### config.mk
export PLATFORM = sky130hd
export DESIGN_NAME = adc_serial_port_three_modes
export DESIGN_NICKNAME = d
export VERILOG_FILES = /design/src/adc_serial_port_pkg.sv /design/src/conv_clock_gen.sv /design/src/adc_serial_port_three_modes.sv
export SDC_FILE = /design/constraint.sdc
export NUM_CORES = 1
export LEC_CHECK = 0
export BUFFER_PORTS_ARGS = -buffer_cell sky130_fd_sc_hd__buf_2
export CAP_MARGIN = 20
export CELL_PAD_IN_SITES_DETAIL_PLACEMENT = 0
export CELL_PAD_IN_SITES_GLOBAL_PLACEMENT = 1
export CORE_MARGIN = 8
export CORE_UTILIZATION = 39
export DETAILED_ROUTE_END_ITERATION = 12
export HOLD_SLACK_MARGIN = 0.03
export PLACE_DENSITY_LB_ADDON = 0.1
export RECOVER_POWER = 50
export SYNTH_ARGS = -nofsm -noshare
export SYNTH_HDL_FRONTEND = slang
export SYNTH_SLANG_ARGS = --single-unit
### constraint.sdc
create_clock -name i_clk_sys -period 2.2 [get_ports i_clk_sys]
set_clock_uncertainty 0.1 [all_clocks]
set_input_delay 0.22 -clock i_clk_sys [delete_from_list [all_inputs] [get_ports i_clk_sys]]
set_output_delay 0.22 -clock i_clk_sys [all_outputs]
set_load 0.1 [all_outputs]
### src/adc_serial_port_pkg.sv
// Package: constants, mode enumeration and carrier structs for the serial port
package adc_serial_port_pkg;

	// ****************************************
	// Interface modes and strap encodings
	// ****************************************
	typedef enum logic [1:0] {
		MODE_ASYNC_IRQ,
		MODE_SYNC_MASTER,
		MODE_SYNC_SLAVE
	} if_mode_t;

	// Three-level mode pin seen as two comparator bits {float, high}
	localparam logic [1:0] STRAP_HIGH = 2'h1;
	localparam logic [1:0] STRAP_LOW = 2'h0;
	localparam logic [1:0] STRAP_FLOAT = 2'h2;

	// ****************************************
	// Timing
	// ****************************************
	localparam int CLK_SYS_PERIOD_NS = 25;
	// One step of the frame-complete delay field
	localparam int DONE_STEP_NS = 50;
	localparam int DONE_STEP_CYC = (DONE_STEP_NS + CLK_SYS_PERIOD_NS - 1) / CLK_SYS_PERIOD_NS;
	localparam int DONE_CNT_W = 4;

	// ****************************************
	// Reset values
	// ****************************************
	localparam logic RST_RESULT_READY_STROBE = 1'b1;
	localparam logic RST_DONE_N = 1'b1;
	localparam logic RST_SCLK = 1'b0;

	// ****************************************
	// Carriers
	// ****************************************
	typedef struct packed {
		logic conv_clock_source_sel;       // Slave mode: 1 = serial clock drives conversion clock
		logic [3:0] clock_config_first;    // Conversion clock half-period, minus one, in sys clocks
		logic [2:0] modulator_clock_divider;
		logic [1:0] frame_complete_delay;
		logic [7:0] rate_mod_periods;      // Modulator half-periods per output result, minus one
	} cfg_t;

	typedef struct packed {
		logic result_overrun_flag;
		logic sync_slip_flag;
		logic filter_reset;
	} status_t;

endpackage

### src/conv_clock_gen.sv
// Conversion clock and modulator clock tick generator
`timescale 1ns/1ps

module conv_clock_gen (
	input wire logic i_clk_sys,
	input wire logic i_arst_n,
	input wire logic i_use_ext_tick,
	input wire logic i_ext_tick,
	input wire logic [3:0] i_internal_conv_clock_div,
	input wire logic [2:0] i_mod_div,
	output logic o_internal_conv_clock_tick,
	output logic o_mod_half_tick
);

	logic [3:0] internal_conv_clock_cnt_q;
	logic [3:0] internal_conv_clock_cnt_d;
	logic [3:0] mod_cnt_q;
	logic [3:0] mod_cnt_d;
	logic internal_conv_clock_tick;
	logic mod_tick;

	// ****************************************
	// Dividers
	// ****************************************
	always_comb begin
		internal_conv_clock_cnt_d = internal_conv_clock_cnt_q;
		internal_conv_clock_tick = 1'b0;
		if (i_use_ext_tick) begin
			internal_conv_clock_cnt_d = 4'h0;
			internal_conv_clock_tick = i_ext_tick;
		end else if (internal_conv_clock_cnt_q >= i_internal_conv_clock_div) begin
			internal_conv_clock_cnt_d = 4'h0;
			internal_conv_clock_tick = 1'b1;
		end else begin
			internal_conv_clock_cnt_d = internal_conv_clock_cnt_q + 4'h1;
		end
		mod_cnt_d = mod_cnt_q;
		mod_tick = 1'b0;
		// Modulator half-period is (divider + 1) conversion clock half-periods
		if (internal_conv_clock_tick) begin
			if (mod_cnt_q >= {1'b0, i_mod_div}) begin
				mod_cnt_d = 4'h0;
				mod_tick = 1'b1;
			end else begin
				mod_cnt_d = mod_cnt_q + 4'h1;
			end
		end
	end

	always_ff @(posedge i_clk_sys or negedge i_arst_n) begin
		if (!i_arst_n) begin
			internal_conv_clock_cnt_q <= 4'h0;
			mod_cnt_q <= 4'h0;
		end else begin
			internal_conv_clock_cnt_q <= internal_conv_clock_cnt_d;
			mod_cnt_q <= mod_cnt_d;
		end
	end

	assign o_internal_conv_clock_tick = internal_conv_clock_tick;
	assign o_mod_half_tick = mod_tick;

endmodule

### src/adc_serial_port_three_modes.sv
// Serial port of a multichannel converter with three interface modes
`timescale 1ns/1ps

// Overview of operation
// - Asynchronous mode: host holds chip select low for the whole frame.
// - Chip select rising resets the frame, ignores clock and data, releases output.
// - Asynchronous mode: ready strobe falls on each new result regardless of select.
// - Input sampled on falling clock; command applied only after frame completes.
// - Output changes on rising clock; released after the last bit.
// - Ready strobe low for frame; high at select rise or before next result.
// - Result during unfinished frame: strobe high half a modulator period, then low.
// - On overrun keep old shift data, drop the new result, set overrun flag.
// - Ready strobe always driven in asynchronous mode.
// - Host starts frame after strobe falls; select rise returns strobe high.
// - Master mode: device drives clock, strobe and output; host supplies input.
// - Master mode: serial clock runs continuously at the divided conversion clock.
// - Master mode: strobe falling marks new data and starts the frame.
// - Master mode: strobe returns high right after the last bit.
// - Slave mode: select, clock, input and sync are inputs; device drives output.
// - Slave mode: select bounds the frame; its rise resets the interface.
// - Slave mode: source bit picks clock input or serial clock for conversion clock.
// - Modulator clock divided from conversion clock by a three-bit field.
// - Mode caught once after reset from three-level pin: high, low, float.
// - Only clock idle low, launch on rising, capture on falling.
// - Slave mode: misaligned sync pulse sets slip flag and resets the filter.
// - Frame-complete output falls a programmed delay after the last bit.
module adc_serial_port_three_modes #(
	parameter int FRAME_BITS = 32
) (
	input wire logic i_clk_sys,
	input wire logic i_arst_n,
	input wire logic [1:0] i_interface_mode_pin,
	input wire adc_serial_port_pkg::cfg_t i_cfg,
	input wire logic i_result_valid,
	input wire logic [FRAME_BITS-1:0] i_result_data,
	input wire logic i_overrun_clr,
	input wire logic i_slip_clr,
	input wire logic i_cs_n,
	input wire logic i_sclk,
	input wire logic i_din,
	input wire logic i_result_ready_strobe,
	output logic o_sclk,
	output logic o_sclk_oe_n,
	output logic o_dout,
	output logic o_dout_oe_n,
	output logic o_result_ready_strobe,
	output logic o_result_ready_strobe_oe_n,
	output logic o_frame_complete_n,
	output logic o_cmd_valid,
	output logic [FRAME_BITS-1:0] o_cmd_word,
	output adc_serial_port_pkg::status_t o_status
);

	localparam int CNT_W = $clog2(FRAME_BITS + 1);
	localparam logic [CNT_W-1:0] LAST_BIT = CNT_W'(FRAME_BITS - 1);

	// ****************************************
	// Mode strap
	// ****************************************
	adc_serial_port_pkg::if_mode_t mode_q, mode_d;
	logic strap_done_q, strap_done_d;

	always_comb begin
		mode_d = mode_q;
		strap_done_d = 1'b1;
		if (!strap_done_q) begin
			if (i_interface_mode_pin == adc_serial_port_pkg::STRAP_HIGH) begin
				mode_d = adc_serial_port_pkg::MODE_ASYNC_IRQ;
			end else if (i_interface_mode_pin == adc_serial_port_pkg::STRAP_LOW) begin
				mode_d = adc_serial_port_pkg::MODE_SYNC_MASTER;
			end else begin
				mode_d = adc_serial_port_pkg::MODE_SYNC_SLAVE;
			end
		end
	end

	always_ff @(posedge i_clk_sys or negedge i_arst_n) begin
		if (!i_arst_n) begin
			mode_q <= adc_serial_port_pkg::MODE_ASYNC_IRQ;
			strap_done_q <= 1'b0;
		end else begin
			mode_q <= mode_d;
			strap_done_q <= strap_done_d;
		end
	end

	logic is_master;
	logic is_slave;
	assign is_master = strap_done_q && (mode_q == adc_serial_port_pkg::MODE_SYNC_MASTER);
	assign is_slave = strap_done_q && (mode_q == adc_serial_port_pkg::MODE_SYNC_SLAVE);

	// ****************************************
	// Clocks
	// ****************************************
	logic sclk_prev_q;
	logic cs_prev_q;
	logic sync_prev_q;
	logic sclk_int_q, sclk_int_d;
	logic sclk_now;
	logic sclk_rise;
	logic sclk_fall;
	logic internal_conv_clock_tick;
	logic mod_half_tick;

	assign sclk_now = is_master ? sclk_int_q : i_sclk;
	assign sclk_rise = sclk_now && !sclk_prev_q;
	assign sclk_fall = !sclk_now && sclk_prev_q;

	conv_clock_gen u_clk_gen (
		.i_clk_sys(i_clk_sys),
		.i_arst_n(i_arst_n),
		.i_use_ext_tick(is_slave && i_cfg.conv_clock_source_sel),
		.i_ext_tick(sclk_rise || sclk_fall),
		.i_internal_conv_clock_div(i_cfg.clock_config_first),
		.i_mod_div(i_cfg.modulator_clock_divider),
		.o_internal_conv_clock_tick(internal_conv_clock_tick),
		.o_mod_half_tick(mod_half_tick)
	);

	// Free-running in master mode, never gated by frames
	assign sclk_int_d = is_master ? (internal_conv_clock_tick ? !sclk_int_q : sclk_int_q) : 1'b0;

	// ****************************************
	// Frame engine
	// ****************************************
	logic active_q, active_d;
	logic [CNT_W-1:0] bits_q, bits_d;
	logic [FRAME_BITS-1:0] sh_out_q, sh_out_d;
	logic [FRAME_BITS-1:0] sh_in_q, sh_in_d;
	logic dout_q, dout_d;
	logic dout_en_q, dout_en_d;
	logic result_ready_strobe_q, result_ready_strobe_d;
	logic pulse_q, pulse_d;
	logic cmd_valid_q, cmd_valid_d;
	logic [FRAME_BITS-1:0] cmd_q, cmd_d;
	logic overrun_q, overrun_d;
	logic slip_q, slip_d;
	logic filt_rst_q, filt_rst_d;
	logic [7:0] phase_q, phase_d;
	logic done_n_q, done_n_d;
	logic done_run_q, done_run_d;
	logic [adc_serial_port_pkg::DONE_CNT_W-1:0] done_cnt_q, done_cnt_d;
	logic cs_fall;
	logic cs_rise;
	logic sync_fall;
	logic frame_end;
	logic overrun_ev;
	logic armed_q, armed_d;
	logic frame_live;
	logic shift_out_now;

	assign cs_fall = !is_master && cs_prev_q && !i_cs_n;
	assign cs_rise = !is_master && !cs_prev_q && i_cs_n;
	assign sync_fall = is_slave && sync_prev_q && !i_result_ready_strobe;
	assign frame_end = active_q && armed_q && sclk_fall && (bits_q == LAST_BIT) && !cs_rise;
	assign frame_live = active_q && (is_master || !i_cs_n);
	assign shift_out_now = frame_live && sclk_rise;
	assign overrun_ev = i_result_valid && active_q;

	always_comb begin
		active_d = active_q;
		bits_d = bits_q;
		sh_out_d = sh_out_q;
		sh_in_d = sh_in_q;
		dout_d = dout_q;
		dout_en_d = dout_en_q;
		result_ready_strobe_d = result_ready_strobe_q;
		pulse_d = pulse_q;
		cmd_valid_d = 1'b0;
		cmd_d = cmd_q;
		overrun_d = overrun_q && !i_overrun_clr;
		slip_d = slip_q && !i_slip_clr;
		filt_rst_d = 1'b0;
		phase_d = phase_q;
		done_n_d = done_n_q;
		done_run_d = done_run_q;
		done_cnt_d = done_cnt_q;
		armed_d = armed_q;
		// Frame start: select falling, host waits for strobe
		if (cs_fall) begin
			active_d = 1'b1;
			armed_d = 1'b0;
			bits_d = '0;
			dout_en_d = 1'b1;
			done_n_d = 1'b1;
			done_run_d = 1'b0;
		end
		// A free-running clock may fall before the frame's first rise: not a bit
		if (frame_live) begin
			if (sclk_rise) begin
				dout_d = sh_out_q[FRAME_BITS-1];
				sh_out_d = {sh_out_q[FRAME_BITS-2:0], 1'b0};
				armed_d = 1'b1;
			end
			if (sclk_fall && armed_q) begin
				sh_in_d = {sh_in_q[FRAME_BITS-2:0], i_din};
				bits_d = bits_q + 1'b1;
			end
		end
		if (frame_end) begin
			active_d = 1'b0;
			dout_en_d = 1'b0;
			cmd_valid_d = 1'b1;
			cmd_d = {sh_in_q[FRAME_BITS-2:0], i_din};
			done_run_d = 1'b1;
			done_cnt_d = adc_serial_port_pkg::DONE_CNT_W'(({2'h0, i_cfg.frame_complete_delay} + 4'h1)
				* adc_serial_port_pkg::DONE_STEP_CYC);
			if (is_master) begin
				result_ready_strobe_d = 1'b1;
			end
		end
		// Select rise drops any partial frame and releases the output
		if (cs_rise) begin
			active_d = 1'b0;
			bits_d = '0;
			dout_en_d = 1'b0;
			done_n_d = 1'b1;
			done_run_d = 1'b0;
			if (!pulse_q) begin
				result_ready_strobe_d = 1'b1;
			end
		end
		if (done_run_q) begin
			if (done_cnt_q <= 1) begin
				done_run_d = 1'b0;
				done_n_d = 1'b0;
			end else begin
				done_cnt_d = done_cnt_q - 1'b1;
			end
		end
		// Release of the half-period high pulse after an overrun or a superseded result
		if (pulse_q && mod_half_tick) begin
			pulse_d = 1'b0;
			result_ready_strobe_d = 1'b0;
		end
		if (i_result_valid) begin
			if (active_q) begin
				overrun_d = 1'b1;
				pulse_d = !is_slave;
				result_ready_strobe_d = 1'b1;
			end else if (!result_ready_strobe_q && !is_slave) begin
				// Unread result is superseded: strobe goes high just before new data
				sh_out_d = i_result_data;
				pulse_d = 1'b1;
				result_ready_strobe_d = 1'b1;
			end else begin
				sh_out_d = i_result_data;
				result_ready_strobe_d = 1'b0;
				if (is_master) begin
					active_d = 1'b1;
					armed_d = 1'b0;
					bits_d = '0;
					dout_en_d = 1'b1;
					done_n_d = 1'b1;
					done_run_d = 1'b0;
				end
			end
		end
		// Sync alignment check against modulator phase
		if (mod_half_tick) begin
			phase_d = (phase_q >= i_cfg.rate_mod_periods) ? 8'h0 : phase_q + 8'h1;
		end
		if (sync_fall) begin
			if (phase_q != 8'h0) begin
				slip_d = 1'b1;
				filt_rst_d = 1'b1;
			end
			phase_d = 8'h0;
		end
	end

	always_ff @(posedge i_clk_sys or negedge i_arst_n) begin
		if (!i_arst_n) begin
			sclk_prev_q <= 1'b0;
			cs_prev_q <= 1'b1;
			sync_prev_q <= 1'b1;
			sclk_int_q <= adc_serial_port_pkg::RST_SCLK;
			active_q <= 1'b0;
			bits_q <= '0;
			sh_out_q <= '0;
			sh_in_q <= '0;
			dout_q <= 1'b0;
			dout_en_q <= 1'b0;
			result_ready_strobe_q <= adc_serial_port_pkg::RST_RESULT_READY_STROBE;
			pulse_q <= 1'b0;
			cmd_valid_q <= 1'b0;
			cmd_q <= '0;
			overrun_q <= 1'b0;
			slip_q <= 1'b0;
			filt_rst_q <= 1'b0;
			phase_q <= 8'h0;
			done_n_q <= adc_serial_port_pkg::RST_DONE_N;
			done_run_q <= 1'b0;
			done_cnt_q <= '0;
			armed_q <= 1'b0;
		end else begin
			sclk_prev_q <= sclk_now;
			cs_prev_q <= i_cs_n;
			sync_prev_q <= i_result_ready_strobe;
			sclk_int_q <= sclk_int_d;
			active_q <= active_d;
			bits_q <= bits_d;
			sh_out_q <= sh_out_d;
			sh_in_q <= sh_in_d;
			dout_q <= dout_d;
			dout_en_q <= dout_en_d;
			result_ready_strobe_q <= result_ready_strobe_d;
			pulse_q <= pulse_d;
			cmd_valid_q <= cmd_valid_d;
			cmd_q <= cmd_d;
			overrun_q <= overrun_d;
			slip_q <= slip_d;
			filt_rst_q <= filt_rst_d;
			phase_q <= phase_d;
			done_n_q <= done_n_d;
			done_run_q <= done_run_d;
			done_cnt_q <= done_cnt_d;
			armed_q <= armed_d;
		end
	end

	// ****************************************
	// Pins
	// ****************************************
	assign o_sclk = sclk_int_q;
	assign o_sclk_oe_n = !is_master;
	assign o_dout = dout_q;
	assign o_dout_oe_n = !dout_en_q;
	assign o_result_ready_strobe = result_ready_strobe_q;
	assign o_result_ready_strobe_oe_n = is_slave;
	assign o_frame_complete_n = done_n_q;
	assign o_cmd_valid = cmd_valid_q;
	assign o_cmd_word = cmd_q;
	assign o_status = '{result_overrun_flag: overrun_q, sync_slip_flag: slip_q,
		filter_reset: filt_rst_q};
endmodule

## After elaboration in Yosys (flattened, before gate mapping)

Index checks and enable logic that the tools add are counted.

- Register bits after elaboration: 140
- Input bits: 61
- Output and inout bits: 43

- Add/subtract/negate cells: 6
- Magnitude comparators: 4
- Eq/ne operators: 5
- Muxes and demuxes: 87
- Reduce and logical (&&, ||, !) cells: 41

Operator list:

| kind | number |
|---|---|
| two-way mux 32 bit | 4 |
| two-way mux 1 bit | 64 |
| two-way mux 6 bit | 8 |
| two-way mux 4 bit | 6 |
| two-way mux 8 bit | 3 |
| logical AND 1 bit | 21 |
| logical NOT 1 bit | 13 |
| adder 4 x 1 -> 4 bit (second input constant) | 2 |
| adder 8 x 1 -> 8 bit (second input constant) | 1 |
| >= comparator 8 bit | 1 |
| nonzero test 8 bit | 1 |
| adder 6 x 1 -> 6 bit (second input constant) | 1 |
| == test 6 x 5 -> 1 bit (second input constant) | 1 |
| == test 2 x 1 -> 1 bit (second input constant) | 2 |
| >= comparator 4 x 3 -> 1 bit | 1 |
| >= comparator 4 bit | 1 |
| <= comparator 4 x 1 -> 1 bit (second input constant) | 1 |
| two-way mux 2 bit | 2 |
| AND reduction 2 bit | 2 |
| subtractor 4 x 1 -> 4 bit (second input constant) | 1 |
| adder 2 x 1 -> 3 bit (second input constant) | 1 |
| == test 2 bit (second input constant) | 1 |
| logical NOT 2 bit | 1 |
| logical OR 1 bit | 2 |
| 2 further kinds | 2 |

## Longest topological paths before layout

- Depth after elaboration: 16
- Mapped depth: 13
- Mapped depth without buffers: 11

## By module

A second synthesis with hierarchy kept.

- Cells, all modules: 622
- Area, all modules: 6556.3 µm²

Modules (own cells, without submodules):

| module | instances | cells an instance | area each (µm²) | seq. area each (µm²) |
|---|---|---|---|---|
| adc_serial_port_three_modes | 1 | 567 | 5979.5 | 3308.2 |
| conv_clock_gen | 1 | 55 | 576.8 | 200.2 |

## Worst setup path before layout

OpenSTA, ideal clock, no wires.

- Path type: register -> register
- Start point: reg strap_done_q
- End point: reg done_cnt_q[3] (netlist bit)
- Arrival time: 2.426 ns
- Required time: 1.977 ns
- Setup slack: -0.448 ns
- Stages on the path, launching flop included: 13
- Buffers on the path: 2
- Cell sequence: dfrtp_1 > and3b_1 > inv_2 > buf_2 > nand2_1 > nand2_1 > inv_1 > ha_1 > and3_1 > o2111ai_2 > buf_2 > a21oi_1 > o221a_2

- Elaborated cells between the ends (all ways): 14
- Those cells by class: mux (4); reduce/logical (10)

RTL lines:

| what | RTL line | source |
|---|---|---|
| from (decl) | adc_serial_port_three_modes.sv:61 | `logic strap_done_q, strap_done_d;` |
| from (signal assigned) | adc_serial_port_three_modes.sv:83 | `strap_done_q <= strap_done_d;` |
| logical AND 1 bit * | adc_serial_port_three_modes.sv:89 | `assign is_master = strap_done_q && (mode_q == adc_serial_port_pkg::MODE_SYNC_MASTER);` |
| logical NOT 1 bit * | - |  |
| via o_sclk_oe_n | adc_serial_port_three_modes.sv:43 | `output logic o_sclk_oe_n,` |
| logical AND 1 bit * (2 in a row) | adc_serial_port_three_modes.sv:153 | `assign cs_rise = !is_master && !cs_prev_q && i_cs_n;` |
| logical NOT 1 bit * | adc_serial_port_three_modes.sv:155 | `assign frame_end = active_q && armed_q && sclk_fall && (bits_q == LAST_BIT) && !cs_rise;` |
| logical AND 1 bit * | adc_serial_port_three_modes.sv:155 |  |
| two-way mux 4 bit * | adc_serial_port_three_modes.sv:200 | `if (frame_end) begin` |
| two-way mux 4 bit | adc_serial_port_three_modes.sv:224 | `if (done_cnt_q <= 1) begin` |
| two-way mux 4 bit * | adc_serial_port_three_modes.sv:223 | `if (done_run_q) begin` |
| via done_cnt_d (one bit) | adc_serial_port_three_modes.sv:142 | `logic [adc_serial_port_pkg::DONE_CNT_W-1:0] done_cnt_q, done_cnt_d;` |
| to (signal assigned) | adc_serial_port_three_modes.sv:317 | `done_cnt_q <= done_cnt_d;` |
| to (decl) | adc_serial_port_three_modes.sv:142 |  |

The timed path passes the listed nets; every way through them passes the cells marked *.
A chain may end at the register's enable or synchronous reset.

## Worst setup path after layout

- Start point: reg mode_q[1]
- End point: reg phase_q[7]

- Cells in the longest elaborated chain, start to end: 9
- Elaborated cells between the ends (all ways): 16
- Those cells by class: eq/ne (2); mux (4); reduce/logical (10)

Ends and longest elaborated chain:

| what | RTL line | source |
|---|---|---|
| from (decl) | adc_serial_port_three_modes.sv:60 | `adc_serial_port_pkg::if_mode_t mode_q, mode_d;` |
| from (signal assigned) | adc_serial_port_three_modes.sv:79 | `mode_q <= adc_serial_port_pkg::MODE_ASYNC_IRQ;` |
| from (signal assigned) | adc_serial_port_three_modes.sv:82 | `mode_q <= mode_d;` |
| == test 2 x 1 -> 1 bit * | adc_serial_port_three_modes.sv:89 |  |
| logical AND 1 bit * | adc_serial_port_three_modes.sv:89 |  |
| two-way mux 1 bit * | adc_serial_port_three_modes.sv:105 | `assign sclk_now = is_master ? sclk_int_q : i_sclk;` |
| via sclk_now | adc_serial_port_three_modes.sv:99 | `logic sclk_now;` |
| logical NOT 1 bit | adc_serial_port_three_modes.sv:107 | `assign sclk_fall = !sclk_now && sclk_prev_q;` |
| logical AND 1 bit | adc_serial_port_three_modes.sv:107 |  |
| logical OR 1 bit * | adc_serial_port_three_modes.sv:113 | `.i_ext_tick(sclk_rise \|\| sclk_fall),` |
| two-way mux 1 bit * | conv_clock_gen.sv:28 | `if (i_use_ext_tick) begin` |
| two-way mux 1 bit * | conv_clock_gen.sv:40 | `if (internal_conv_clock_tick) begin` |
| nonzero test 2 bit (no source line) * | - |  |
| to (signal assigned) | adc_serial_port_three_modes.sv:314 | `phase_q <= phase_d;` |
| to (decl) | adc_serial_port_three_modes.sv:139 | `logic [7:0] phase_q, phase_d;` |

Marked as above.

==> flow_metrics.tcl <==
set metrics [dict create \
    rsz0062_at_grt "true" \
    syn_nets 788 \
    reg2reg_depth 9 \
    via_count 5229 \
    yosysWarningCount 0 \
    synthToLayoutAreaGrowth_pct 30.29 \
    die_h_um 145.8 \
    nets 945 \
    power.leakage_uw 0.004319 \
    die-area_um2 21250 \
    power_density_nw_per_um2 860.8 \
    status "completed" \
    via_per_inst 4.788 \
    relSlewSlack_pct 22.11 \
    start_util_pct 39.75 \
    clkLatencyLatePin_ns 0.42 \
    htree_levels 4 \
    placedCellCount 1011 \
    synth_top_area_share_pct 51.81 \
    yosysTopAreaCell "dfrtp_1" \
    cts_tree "built" \
    avgSynthCellArea_um2 9.357 \
    hp-class "in2reg" \
    clockBufferDepth 2 \
    finalSetupTns_ns 0 \
    first_iter_violations 220 \
    syn-instance-count 702 \
    finalInstanceArea_um2 8558 \
    syn-cell-area_um2 6569 \
    holdPathStages 3 \
    dr.pass1.iters 6 \
    ant_nets 0 \
    fmax_mhz 469.7 \
    wl_per_cell_um 13.55 \
    crit_type "reg2reg" \
    synth.distinct_cells 52 \
    design.core.area_um2 16520 \
    fp.dieW_um 145.8 \
    clk_pin_slew_worst_paths_ns 0.06 \
    pre_cts_slack_ns 0.0001210 \
    ys_seq_area_share_pct 53.41 \
    n_antenna_cell 0 \
    postRouteWirelength_um 14800 \
    required_ns 2.40 \
    placed_cell_area_um2 7440 \
    antenna_found_initial 0 \
    synth_area_leaders "dfrtp_1 (52%), nand2_1 (14%), ha_1 (4.8%), mux2i_1 (4.7%), o21ai_0 (3.8%)" \
    drive_above_1_share_pct 21.67 \
    power_uw 7367 \
    ir_worst_vdd_mv 0.5676 \
    drc 0 \
    final_cell_mix "nand2_1 (247), dfrtp_1 (135), buf_2 (92), dlygate4sd3_1 (44), o21ai_0 (43)" \
    async_reset_ff_share_pct 100.0 \
    slew_viol_final 0 \
    dpl.hpwl_um 10200 \
    gp_congestion 0.7364 \
    path_max_fanout 7 \
    grt_pass1_wl_um 24850 \
    rows 47 \
    fin_cells 1092 \
    worstPathArrival_ns 2.33 \
    synth_ff_type "dfrtp_1" \
    final-setup-viol-count 0 \
    boundaryPins 104 \
    endpoint_kind "flop" \
    grt-ovfl-total 0 \
    layout_setup_ws_ns 0.07109 \
    io_buffer_count 103 \
    hold_violations 0 \
    grt_usage_pct 14.14 \
    cts_buffers 17 \
    synth_edf_count 0 \
    finalCritPeriodShare_pct 96.77 \
    start_kind "flop" \
    ys_ff_latch 140 \
    cap_viol_max_count 0 \
    cts_num_sinks 140 \
    first_global_vias 5160 \
    grt_start_max_net_pins 66 \
    fill_cells 1566 \
    cts_root_buffer "clkbuf_16" \
    tightestPinTransition_ns 1.173 \
    fin_crit_ns 2.129 \
    final_common_cell "nand2_1" \
]
-- per-layer routing --
| metal | up-vias | part of all wire [%] | GRT usage, % |
|---|---|---|---|
| met2 | 98 | 47 | 22.47 |
| li1 | 2659 | - | - |
| met1 | 2454 | 47 | 17.81 |
| met5 | - | 0 | 0 |
| met3 | 18 | 4.4 | 4.136 |
| met4 | 0 | 1.3 | 5.414 |
-- path summary, 6_finish.rpt --
path / slack, ns / end / start
worst max-delay path: 0.07 / phase_q[7] / mode_q[1]
worst min-delay path: 0.09 / done_cnt_q[1] / i_cfg[8]
worst max register to register: 0.07 / phase_q[7] / mode_q[1]
worst min register to register: 0.36 / o_cmd_word[11] / o_cmd_word[11]
max in group asynchronous: 0.33 / o_frame_complete_n / i_arst_n
min in group asynchronous: 0.44 / o_cmd_word[31] / i_arst_n
-- layout make-up --
type / instances / area, µm² / share of cell area [%]
clock buffer: 19 / 442.9 / 5.175
clock inverter: 13 / 140.1 / 1.637
inverter: 26 / 97.59 / 1.140
multi-input combinational: 503 / 2861 / 33.44
sequential: 140 / 3510 / 41.01
tap: 220 / 275.3 / 3.216
timing repair buffer: 171 / 1231 / 14.39
-- synthesized netlist by cell type (3+ instances only) --
cell      number
inv_1         25
mux2i_1       31
buf_4          4
nor2_1        18
dfrtp_1      136
clkbuf_1      10
buf_2         16
ha_1          25
o21ai_0       50
a21oi_1       19
o21ai_1        7
buf_6          3
and3b_1        3
or3_1          3
a21o_1         4
nand3_1       19
xor2_1         3
dfstp_2        4
nand4b_1       3
nand2_1      249
nand4_1        3
nand2b_1       5
nor2b_1        7
and3_1         6
a211oi_1       6
nor3_1         6
-- flip-flops by register name, indices dropped and copies added, names as in the netlist, 2 cells and up --
signal,flops
phase_q,8
bits_q,6
sh_in_q,31
u_clk_gen.internal_conv_clock_cnt_q,4
o_cmd_word,32
sh_out_q,32
mode_q,2
u_clk_gen.mod_cnt_q,4
done_cnt_q,4
-- metrics by stage --
| step | hold WS (ns) | util, % |
|---|---|---|
| 2_1_floorplan | -0.1756 | - |
| 3_3_place_gp | 0.06534 | 45.02 |
| 3_5_place_dp | 0.07027 | 45.02 |
| 4_1_cts | 0.1101 | 51.22 |
| 5_1_grt | 0.09152 | 51.79 |
| 6_report | 0.09002 | 51.79 |
-- worst max-delay path, stage by stage, from the launching register on --
cell     delay [ns]
dfrtp_1        0.38
and3b_2        0.26
inv_2          0.05
nand2_2        0.05
nand2_2        0.07
ha_1           0.32
and3_4         0.18
a211o_4        0.35
a32oi_1        0.17
o21ai_1        0.09
-- cells by family (layout without fill, tap and decap cells) --
| family | count (synthesis) | count (layout) | share of synthesized area, % |
|---|---|---|---|
| AO/OA/AOI/OAI | 109 | 109 | 10.57 |
| XOR/XNOR | 5 | 5 | 0.6668 |
| adder cells (fa/ha/maj) | 25 | 25 | 4.762 |
| buffers and inverters | 59 | 229 | 4.248 |
| flip-flops | 140 | 140 | 53.41 |
| multiplexers | 33 | 33 | 5.067 |
| other | 1 | 1 | 0.05709 |
| AND/OR/NAND/NOR | 330 | 330 | 21.22 |
-- power breakdown --
part           leakage, µW  total, µW  internal [µW]  switching (µW)
registers          0.00184       3140           2890             255
logic              0.00220       1400            588             809
clock network     0.000276       2830           1700            1130
total              0.00432       7370           5180            2190
-- timing repair --
item | CTS | global route
pin swaps | 0 | 1
gates resized for setup | 1 | 19
hold buffers | 44 | 0
hold endpoints to repair | 117 | 0
gates cloned | 0 | 1
setup buffers | 0 | 4
endpoints found under the setup margin | 1 | 21
Note: power is estimated with default switching activity, not from simulation.
